$ cat src/rtl/irq_pkg.sv
package irq_pkg;

  // ------------------------------------------------------------------
  // Link register port
  // ------------------------------------------------------------------
  localparam int ADDR_W = 4;
  localparam int DATA_W = 10;
  localparam int SRC_N = 6;
  localparam int QUEUE_DEPTH = 4;
  localparam int COUNT_W = 3;

  localparam logic [3:0] REG_QUEUE_DATA = 4'h0;
  localparam logic [3:0] REG_QUEUE_CTRL = 4'h1;
  localparam logic [3:0] REG_LEVEL_LIMIT = 4'h2;
  localparam logic [3:0] REG_FILL_LEVEL = 4'h3;
  localparam logic [3:0] REG_AUTORANGE = 4'h4;
  localparam logic [3:0] REG_ENABLE_MASK = 4'h5;
  localparam logic [3:0] REG_POLARITY_FLIP = 4'h6;
  localparam logic [3:0] REG_OUT_FLIP = 4'h7;
  localparam logic [3:0] REG_PENDING_VIEW = 4'h8;

  // ------------------------------------------------------------------
  // Field positions and reset values
  // ------------------------------------------------------------------
  localparam int SRC_SPACE = 0;
  localparam int SRC_WORD = 1;
  localparam int SRC_UNLOCK = 2;
  localparam int SRC_RANGED = 3;
  localparam int SRC_LEVEL = 4;
  localparam int SRC_ERROR = 5;
  localparam int CTRL_OVER_BIT = 0;
  localparam int CTRL_UNDER_BIT = 1;
  localparam int RANGE_START_BIT = 0;
  localparam int RANGE_UNLOCK_BIT = 0;
  localparam int RANGE_DONE_BIT = 1;
  localparam logic [5:0] MASK_RST = 6'h00;
  localparam logic [5:0] FLIP_RST = 6'h00;
  localparam logic [2:0] LIMIT_RST = 3'h4;
  localparam logic [2:0] SPACE_BELOW = 3'h4;

  // ------------------------------------------------------------------
  // Host controller software port
  // ------------------------------------------------------------------
  localparam int SW_ADDR_W = 3;
  localparam int SW_DATA_W = 16;
  localparam logic [2:0] HREG_CMD = 3'h0;
  localparam logic [2:0] HREG_STATUS = 3'h1;
  localparam logic [2:0] HREG_LINK_DATA = 3'h2;
  localparam logic [2:0] HREG_CONFIG = 3'h3;
  localparam logic [2:0] HREG_ENCODER = 3'h4;
  localparam logic [2:0] HREG_SERVED = 3'h5;
  localparam int CMD_ADDR_LSB = 10;
  localparam int CMD_WRITE_BIT = 14;
  localparam int CFG_AUTO_BIT = 0;
  localparam int CFG_HIGH_BIT = 1;
  localparam int CFG_LOW_RATE_BIT = 2;
  localparam int ST_BUSY_BIT = 0;
  localparam int ST_IRQ_BIT = 1;
  localparam int ST_LATE_BIT = 2;
  localparam int ST_WORD_BIT = 3;
  localparam int ENC_FLIP_BIT = 0;
  localparam int ENC_TRANS_BIT = 1;
  localparam int ENC_WHITE_BIT = 2;
  localparam int ENC_BIPH_BIT = 3;
  localparam int ENC_STD_BIT = 4;
  localparam logic [2:0] CONFIG_RST = 3'h2;
  localparam logic [4:0] ENCODER_RST = 5'h00;

  // ------------------------------------------------------------------
  // Servicing and preamble constants
  // ------------------------------------------------------------------
  localparam int SERVICE_BITS = 24;
  localparam logic [1:0] LOW_RATE_BURST = 2'h3;
  localparam logic [7:0] PRE_ZERO = 8'h00;
  localparam logic [7:0] PRE_ONES = 8'hFF;
  localparam logic [7:0] PRE_ALT = 8'h55;

endpackage

$ cat src/rtl/irq_link_if.sv
`timescale 1ns/100ps

interface irq_link_if;
  logic [irq_pkg::ADDR_W-1:0] reg_addr;
  logic [irq_pkg::DATA_W-1:0] reg_wdata;
  logic reg_wr;
  logic reg_rd;
  logic [irq_pkg::DATA_W-1:0] reg_rdata;
  logic irq;

  modport device (
    input reg_addr,
    input reg_wdata,
    input reg_wr,
    input reg_rd,
    output reg_rdata,
    output irq
  );

  modport host (
    output reg_addr,
    output reg_wdata,
    output reg_wr,
    output reg_rd,
    input reg_rdata,
    input irq
  );
endinterface

$ cat src/rtl/word_queue.sv
`timescale 1ns/100ps

module word_queue #(
  parameter int WIDTH = 10,
  parameter int DEPTH = 4,
  parameter int CNT_W = 3
) (
  // System
  input wire logic clock,
  input wire logic rst_n,
  input wire logic ce,
  // Fill side
  input wire logic push,
  input wire logic [WIDTH-1:0] push_data,
  // Drain side
  input wire logic pop,
  output logic [WIDTH-1:0] head_data,
  // State
  output logic [CNT_W-1:0] fill_count,
  output logic overrun,
  output logic underrun
);

  localparam int PTR_W = $clog2(DEPTH);

  logic [WIDTH-1:0] mem_q [DEPTH];
  logic [PTR_W-1:0] wr_ptr_q;
  logic [PTR_W-1:0] rd_ptr_q;
  logic [CNT_W-1:0] count_q;
  logic full;
  logic empty;
  logic do_push;
  logic do_pop;

  assign full = (count_q == CNT_W'(DEPTH));
  assign empty = (count_q == '0);
  // A pop on an empty queue while a push arrives is still an underrun.
  assign do_pop = pop && !empty;
  assign do_push = push && (!full || do_pop);
  assign overrun = push && full && !do_pop;
  assign underrun = pop && empty;
  assign fill_count = count_q;
  assign head_data = mem_q[rd_ptr_q];

  always_ff @(posedge clock)
  begin
    if (ce && do_push)
    begin
      mem_q[wr_ptr_q] <= push_data;
    end
  end

  always_ff @(posedge clock)
  begin
    if (!rst_n)
    begin
      wr_ptr_q <= '0;
      rd_ptr_q <= '0;
      count_q <= '0;
    end
    else if (ce)
    begin
      if (do_push)
      begin
        wr_ptr_q <= (wr_ptr_q == PTR_W'(DEPTH - 1)) ? '0 : wr_ptr_q + 1'b1;
      end
      if (do_pop)
      begin
        rd_ptr_q <= (rd_ptr_q == PTR_W'(DEPTH - 1)) ? '0 : rd_ptr_q + 1'b1;
      end
      if (do_push && !do_pop)
      begin
        count_q <= count_q + 1'b1;
      end
      else if (do_pop && !do_push)
      begin
        count_q <= count_q - 1'b1;
      end
    end
  end

endmodule

$ cat src/rtl/irq_device.sv
`timescale 1ns/100ps

// Functional notes
// - Space source while queue holds under four
// - Word source while queue holds any word
// - Unlock source; autorange register read clears
// - Ranging done cleared only by new start
// - Level source while fill exceeds limit
// - Raising limit clears level source immediately
// - Queue error; control register read clears
// - Request output is a level, no pulses
// - Edge-only host loops until request drops
// - Host serves within 24 bit periods
// - Inverted word source: one request per three
// - Standard framing preamble: four zero bytes
// - Other modes: DC-free, transition-rich preamble
// - Whitening or plain: 0x55/0xAA; biphase 0x00/0xFF
// - Transition coding: 0xFF if flip equals biphase
// - Per-source invert and mask, output invert
module irq_device #(
  parameter int WIDTH = irq_pkg::DATA_W,
  parameter int DEPTH = irq_pkg::QUEUE_DEPTH
) (
  // System
  input wire logic clock,
  input wire logic rst_n,
  input wire logic ce,
  // Link to host
  irq_link_if.device link,
  // Radio side
  input wire logic tx_mode,
  input wire logic radio_push,
  input wire logic [WIDTH-1:0] radio_word,
  input wire logic radio_pop,
  output logic [WIDTH-1:0] radio_out_word,
  // Synthesizer side
  input wire logic synth_lock_lost,
  input wire logic synth_range_done,
  output logic synth_range_start
);

  // ------------------------------------------------------------------
  // Register access decode
  // ------------------------------------------------------------------
  logic wr_data_hit;
  logic rd_data_hit;
  logic rd_ctrl_hit;
  logic rd_range_hit;
  logic wr_range_start;
  logic [5:0] mask_q;
  logic [5:0] flip_q;
  logic out_flip_q;
  logic [2:0] limit_q;
  logic [WIDTH-1:0] rdata_q;
  logic [WIDTH-1:0] out_word_q;

  assign wr_data_hit = link.reg_wr && (link.reg_addr == irq_pkg::REG_QUEUE_DATA);
  assign rd_data_hit = link.reg_rd && (link.reg_addr == irq_pkg::REG_QUEUE_DATA);
  assign rd_ctrl_hit = link.reg_rd && (link.reg_addr == irq_pkg::REG_QUEUE_CTRL);
  assign rd_range_hit = link.reg_rd && (link.reg_addr == irq_pkg::REG_AUTORANGE);
  assign wr_range_start = link.reg_wr
    && (link.reg_addr == irq_pkg::REG_AUTORANGE)
    && link.reg_wdata[irq_pkg::RANGE_START_BIT];

  // ------------------------------------------------------------------
  // Data queue
  // ------------------------------------------------------------------
  logic q_push;
  logic q_pop;
  logic [WIDTH-1:0] q_in;
  logic [WIDTH-1:0] q_head;
  logic [2:0] fill;
  logic q_over;
  logic q_under;

  // In transmit the host fills and the modulator drains; receive reverses.
  assign q_push = tx_mode ? wr_data_hit : radio_push;
  assign q_in = tx_mode ? link.reg_wdata : radio_word;
  assign q_pop = tx_mode ? radio_pop : rd_data_hit;

  word_queue #(
    .WIDTH(WIDTH),
    .DEPTH(DEPTH),
    .CNT_W(irq_pkg::COUNT_W)
  ) queue (
    .clock(clock),
    .rst_n(rst_n),
    .ce(ce),
    .push(q_push),
    .push_data(q_in),
    .pop(q_pop),
    .head_data(q_head),
    .fill_count(fill),
    .overrun(q_over),
    .underrun(q_under)
  );

  // ------------------------------------------------------------------
  // Sticky event flags
  // ------------------------------------------------------------------
  logic over_q;
  logic under_q;
  logic unlock_q;
  logic ranged_q;

  always_ff @(posedge clock)
  begin
    if (!rst_n)
    begin
      over_q <= 1'b0;
      under_q <= 1'b0;
    end
    else if (ce)
    begin
      // A new fault in the clearing cycle must not be lost.
      over_q <= q_over || (over_q && !rd_ctrl_hit);
      under_q <= q_under || (under_q && !rd_ctrl_hit);
    end
  end

  always_ff @(posedge clock)
  begin
    if (!rst_n)
    begin
      unlock_q <= 1'b0;
    end
    else if (ce)
    begin
      unlock_q <= synth_lock_lost || (unlock_q && !rd_range_hit);
    end
  end

  always_ff @(posedge clock)
  begin
    if (!rst_n)
    begin
      ranged_q <= 1'b0;
      synth_range_start <= 1'b0;
    end
    else if (ce)
    begin
      ranged_q <= synth_range_done || (ranged_q && !wr_range_start);
      synth_range_start <= wr_range_start;
    end
  end

  // ------------------------------------------------------------------
  // Configuration registers
  // ------------------------------------------------------------------
  always_ff @(posedge clock)
  begin
    if (!rst_n)
    begin
      mask_q <= irq_pkg::MASK_RST;
      flip_q <= irq_pkg::FLIP_RST;
      out_flip_q <= 1'b0;
      limit_q <= irq_pkg::LIMIT_RST;
    end
    else if (ce && link.reg_wr)
    begin
      if (link.reg_addr == irq_pkg::REG_ENABLE_MASK)
      begin
        mask_q <= link.reg_wdata[5:0];
      end
      else if (link.reg_addr == irq_pkg::REG_POLARITY_FLIP)
      begin
        flip_q <= link.reg_wdata[5:0];
      end
      else if (link.reg_addr == irq_pkg::REG_OUT_FLIP)
      begin
        out_flip_q <= link.reg_wdata[0];
      end
      else if (link.reg_addr == irq_pkg::REG_LEVEL_LIMIT)
      begin
        limit_q <= link.reg_wdata[2:0];
      end
    end
  end

  // ------------------------------------------------------------------
  // Source conditions and request
  // ------------------------------------------------------------------
  logic [5:0] raw_src;
  logic [5:0] pending;
  logic irq_q;

  always_comb
  begin
    raw_src[irq_pkg::SRC_SPACE] = (fill < irq_pkg::SPACE_BELOW);
    raw_src[irq_pkg::SRC_WORD] = (fill != '0);
    raw_src[irq_pkg::SRC_UNLOCK] = unlock_q;
    raw_src[irq_pkg::SRC_RANGED] = ranged_q;
    raw_src[irq_pkg::SRC_LEVEL] = (fill > limit_q);
    raw_src[irq_pkg::SRC_ERROR] = over_q || under_q;
  end

  assign pending = (raw_src ^ flip_q) & mask_q;

  always_ff @(posedge clock)
  begin
    if (!rst_n)
    begin
      irq_q <= 1'b0;
    end
    else if (ce)
    begin
      irq_q <= (|pending) ^ out_flip_q;
    end
  end

  assign link.irq = irq_q;

  // ------------------------------------------------------------------
  // Read data, one cycle after the strobe
  // ------------------------------------------------------------------
  always_ff @(posedge clock)
  begin
    if (!rst_n)
    begin
      rdata_q <= '0;
    end
    else if (ce && link.reg_rd)
    begin
      rdata_q <= '0;
      if (link.reg_addr == irq_pkg::REG_QUEUE_DATA)
      begin
        rdata_q <= q_head;
      end
      else if (link.reg_addr == irq_pkg::REG_QUEUE_CTRL)
      begin
        rdata_q[irq_pkg::CTRL_OVER_BIT] <= over_q;
        rdata_q[irq_pkg::CTRL_UNDER_BIT] <= under_q;
      end
      else if (link.reg_addr == irq_pkg::REG_LEVEL_LIMIT)
      begin
        rdata_q[2:0] <= limit_q;
      end
      else if (link.reg_addr == irq_pkg::REG_FILL_LEVEL)
      begin
        rdata_q[2:0] <= fill;
      end
      else if (link.reg_addr == irq_pkg::REG_AUTORANGE)
      begin
        rdata_q[irq_pkg::RANGE_UNLOCK_BIT] <= unlock_q;
        rdata_q[irq_pkg::RANGE_DONE_BIT] <= ranged_q;
      end
      else if (link.reg_addr == irq_pkg::REG_ENABLE_MASK)
      begin
        rdata_q[5:0] <= mask_q;
      end
      else if (link.reg_addr == irq_pkg::REG_POLARITY_FLIP)
      begin
        rdata_q[5:0] <= flip_q;
      end
      else if (link.reg_addr == irq_pkg::REG_OUT_FLIP)
      begin
        rdata_q[0] <= out_flip_q;
      end
      else if (link.reg_addr == irq_pkg::REG_PENDING_VIEW)
      begin
        rdata_q[5:0] <= pending;
      end
    end
  end

  assign link.reg_rdata = rdata_q;

  // The modulator sees the word that its pop strobe removed.
  always_ff @(posedge clock)
  begin
    if (!rst_n)
    begin
      out_word_q <= '0;
    end
    else if (ce && tx_mode && radio_pop)
    begin
      out_word_q <= q_head;
    end
  end

  assign radio_out_word = out_word_q;

endmodule

$ cat src/flat_wrapper.sv
// flat-port wrapper written by rule: the top's interface ports become plain ports
module irq_device_flat 
#(
  parameter int WIDTH = irq_pkg::DATA_W,
  parameter int DEPTH = irq_pkg::QUEUE_DEPTH
)
  (clock, rst_n, ce, tx_mode, radio_push, radio_word, radio_pop, radio_out_word, synth_lock_lost, synth_range_done, synth_range_start, link_reg_addr, link_reg_wdata, link_reg_wr, link_reg_rd, link_reg_rdata, link_irq);
  irq_link_if link_i ();
  input wire logic clock;
  input wire logic rst_n;
  input wire logic ce;
  input wire logic tx_mode;
  input wire logic radio_push;
  input wire logic [WIDTH-1:0] radio_word;
  input wire logic radio_pop;
  output logic [WIDTH-1:0] radio_out_word;
  input wire logic synth_lock_lost;
  input wire logic synth_range_done;
  output logic synth_range_start;
  input wire logic [$bits(link_i.reg_addr)-1:0] link_reg_addr;
  input wire logic [$bits(link_i.reg_wdata)-1:0] link_reg_wdata;
  input wire logic [$bits(link_i.reg_wr)-1:0] link_reg_wr;
  input wire logic [$bits(link_i.reg_rd)-1:0] link_reg_rd;
  output wire logic [$bits(link_i.reg_rdata)-1:0] link_reg_rdata;
  output wire logic [$bits(link_i.irq)-1:0] link_irq;
  assign link_i.reg_addr = link_reg_addr;
  assign link_i.reg_wdata = link_reg_wdata;
  assign link_i.reg_wr = link_reg_wr;
  assign link_i.reg_rd = link_reg_rd;
  assign link_reg_rdata = link_i.reg_rdata;
  assign link_irq = link_i.irq;
  irq_device #(.WIDTH(WIDTH), .DEPTH(DEPTH)) u_core (.clock(clock), .rst_n(rst_n), .ce(ce), .link(link_i), .tx_mode(tx_mode), .radio_push(radio_push), .radio_word(radio_word), .radio_pop(radio_pop), .radio_out_word(radio_out_word), .synth_lock_lost(synth_lock_lost), .synth_range_done(synth_range_done), .synth_range_start(synth_range_start));
endmodule
$ cat config.mk
export PLATFORM = sky130hd
export DESIGN_NAME = irq_device_flat
export DESIGN_NICKNAME = d
export VERILOG_FILES = /design/src/rtl/irq_pkg.sv /design/src/rtl/irq_link_if.sv /design/src/rtl/word_queue.sv /design/src/rtl/irq_device.sv /design/src/flat_wrapper.sv
export SDC_FILE = /design/constraint.sdc
export NUM_CORES = 1
export LEC_CHECK = 0
export ABC_AREA = 1
export BUFFER_PORTS_ARGS = -buffer_cell sky130_fd_sc_hd__clkbuf_2
export CAP_MARGIN = 5
export CORE_MARGIN = 1
export CORE_UTILIZATION = 32
export DETAILED_ROUTE_END_ITERATION = 16
export PLACE_DENSITY = 0.6
export SYNTH_ARGS = -nofsm -noshare
export SYNTH_HDL_FRONTEND = slang
export SYNTH_HIERARCHICAL = 1
export SYNTH_SLANG_ARGS = --single-unit
$ cat constraint.sdc
create_clock -name clock -period 2.3 [get_ports clock]
set_input_delay 0 -clock clock [delete_from_list [all_inputs] [get_ports clock]]
set_output_delay 0 -clock clock [all_outputs]
set_load 0.005 [all_outputs]
==> results_dict.tcl <==
set metrics [dict create \
    rsz0062_at_grt "false" \
    root_buffer "clkbuf_16" \
    relSlewSlack_pct 60.7 \
    crit_required_ns 2.54 \
    cts_hold_buf 6 \
    grt_pass1_vias 3318 \
    pwr-share-clk_pct 41.4 \
    grt_pass1_wl_mm 16.8 \
    intPower_w 0.00274 \
    status "completed" \
    path_clk_slew_ns 0.07 \
    core_um2 12800 \
    gp_congestion 0.878 \
    fin_nets 621 \
    syn-instance-count 505 \
    yosysSeqAreaShare_pct 52.0 \
    syn_to_final_growth_pct 20.8 \
    arrival_ns 2.27 \
    grt_usage_pct 15.8 \
    die_x_um 118 \
    cts_setup_buffers 0 \
    clock_skew_ns 0.00420 \
    worstSetupPathType "in -> reg" \
    p_switching_w 0.000908 \
    drc 0 \
    worst_pin_slew_ns 0.585 \
    viasPerCell 4.76 \
    synth.area.top_cells "edfxtp_1, dfxtp_1, nand2_1" \
    wl_per_cell_um 14.0 \
    synth_top_area_share_pct 28.1 \
    irDropWorstVdd_mv 0.363 \
    cts_resized 0 \
    rr_worst_depth 12 \
    diodes 0 \
    portBuffers 55 \
    p_leak_nw 2.08 \
    maxSlewViolCount 0 \
    fin_cells 754 \
    p_sw_share_pct 24.9 \
    fmax_mhz 491 \
    n_fill_cell 1311 \
    drive_gt1_share_pct 20.6 \
    ys_ff_latch 91 \
    ant_nets 0 \
    yosysWarnings 6 \
    finalSetupViolCount 0 \
    cts_buffer_depth 2 \
    row_count 41 \
    first_pass_iters 5 \
    synth_flop_cell "dfxtp_1" \
    synth_area_um2 4270 \
    grt_use_met1_pct 21.0 \
    hold_path_depth 2 \
    cts.sinks 91 \
    pre_cts_ws_ns -0.0827 \
    dieHeight_um 118 \
    gr-usage-met3_pct 3.44 \
    drt_iter0_markers 282 \
    gr-total-overflow 0 \
    synthDistinctLibCells 30 \
    hold_class "in -> reg" \
    comb_power_share_pct 10.3 \
    clk_latency_ns 0.34 \
    top_usage_layer "met2" \
    dp_hpwl_mm 7.71 \
    drt_wl_total_mm 10.6 \
    setup_ws_ns 0.262 \
    htree_levels 3 \
    synth.avg_cell_area_um2 8.46 \
    met2_usage_pct 24.7 \
    worst_setup_path_end_kind "flip-flop" \
    holdWs_ns 0.00788 \
    ios 56 \
    antenna_found_initial 0 \
    cap_violations 0 \
    num_vias 3587 \
    die_area_um2 13800 \
    pwr-share-seq_pct 48.3 \
    worstPathMaxFanout 3 \
    start_util_pct 33.3 \
    cts-buffers-inserted 9 \
    reg2reg_setup_slack_ns 0.35 \
    cts_tree "built" \
    syn-num-nets 549 \
    yosysTopAreaCell "edfxtp_1" \
    place_inst 732 \
    finalHoldViolations 0 \
    async_reset_ff_share_pct 0 \
    cp-start-kind "input port" \
    powerDensity_nw_per_um2 707 \
    synth_edf_count 40 \
    grt_start_max_net_pins 33 \
    fin_crit_ns 2.04 \
    layout_worst_path_cycle_share_pct 88.6 \
]
logic make-up after synthesis:
logic type | after synthesis | synth area share (%)
AND/OR/NAND/NOR | 189 | 19.1
AO/OA/AOI/OAI | 120 | 14.9
flip-flops | 91 | 52.0
buffers and inverters | 85 | 8.23
multiplexers | 10 | 2.64
adder cells (fa/ha/maj) | 10 | 3.10
through the flow:
step                      setup TNS (ns)  util, %  instance area, um2  total power, W
after floorplan                        0        -                4270         0.00202
after global placement                 0     37.4                4790         0.00216
after detailed placement         -0.0827     37.4                4790         0.00217
after CTS                              0     40.3                5160         0.00369
after global routing                   0     40.3                5160         0.00380
final                                  0     40.3                5160         0.00365
routing by layer:
layer	vias to the layer above	routed length (um)	part of all wire, %
li1	1823	-	-
met1	1646	4830	46
met2	106	4870	46
met3	12	698	6.6
met4	0	194	1.8
met5	-	0	0
flip-flops by register name (all words and copies together) (netlist names), named ones only:
| register | cells |
|---|---|
| u_core/out_flip_q | 1 |
| u_core/link.reg_rdata | 10 |
| u_core/queue/fill_count | 3 |
| u_core/under_q | 1 |
| u_core/flip_q | 6 |
| u_core/mask_q | 6 |
| u_core/queue/rd_ptr_q | 2 |
| u_core/radio_out_word | 10 |
| u_core/link.irq | 1 |
| u_core/ranged_q | 1 |
| u_core/queue/mem_q | 40 |
| u_core/over_q | 1 |
| u_core/queue/wr_ptr_q | 2 |
| u_core/synth_range_start | 1 |
| u_core/unlock_q | 1 |
| u_core/limit_q | 3 |
cell type report:
class                   count  area, um2  area share [%]
clock buffers               9        225            4.36
clock inverters             7       83.8            1.62
inverters                  68        255            4.94
multi-input cells         329       1700            32.9
flip-flops and latches     91       2220            43.0
well taps                 172        215            4.17
repair buffers             78        463            8.97
cells in the mapped netlist, types with 7 or more instances:
cell type	number
a21oi_1	41
clkbuf_1	10
dfxtp_1	51
edfxtp_1	40
ha_1	9
inv_1	61
mux2_2	10
nand2_1	81
nand2_2	7
nand3_1	23
nand4_1	7
nor2_1	63
o21ai_0	58
o22ai_1	10
worst max-delay path: stages:
cell	delay, ns
clkbuf_2	0.10
nor2_1	0.18
inv_1	0.10
nor2_1	0.25
nand2_1	0.08
o21ai_0	0.26
nor2_2	0.10
a21oi_1	0.14
ha_1	0.18
inv_1	0.07
fa_1	0.44
inv_1	0.07
nand2_1	0.06
nand3_2	0.08
nand2_1	0.05
nand2_1	0.06
nor2_1	0.05
final timing paths:
kind,end,from
setup / recovery,u_core/queue/fill_count[2]$_SDFFE_PN0P_,link_reg_addr[2]
hold / removal,u_core/queue/mem_q[3][7]$_DFFE_PP_,radio_word[7]
setup reg to reg,u_core/queue/fill_count[2]$_SDFFE_PN0P_,u_core/queue/fill_count[2]$_SDFFE_PN0P_
hold reg to reg,u_core/radio_out_word[1]$_SDFFE_PN0P_,u_core/radio_out_word[1]$_SDFFE_PN0P_
cell usage in the layout (no fill, tap or decap), types with 3 or more instances in the layout:
master         count
buf_4             17
clkbuf_2          55
inv_2              6
nor2_4             3
nand2_2            7
nand4_1            7
dfxtp_1           51
mux2_2            10
edfxtp_1          40
inv_1             61
nand2_1           81
nor2_1            63
nor2_2             3
dlygate4sd3_1      6
nand3_1           23
o22ai_1           10
o21ai_0           58
a21oi_1           41
o21ai_1            5
ha_1               9
clkbuf_16          9
power by group through the flow:
stage	combinational [W]	sequential [W]	clock, W
floorplan	0.000220	0.00180	0
global placement	0.000359	0.00180	0
detailed placement	0.000368	0.00180	0
CTS	0.000377	0.00176	0.00155
global route	0.000423	0.00177	0.00161
finish	0.000376	0.00176	0.00151
Power figures use the tool's default switching activity.
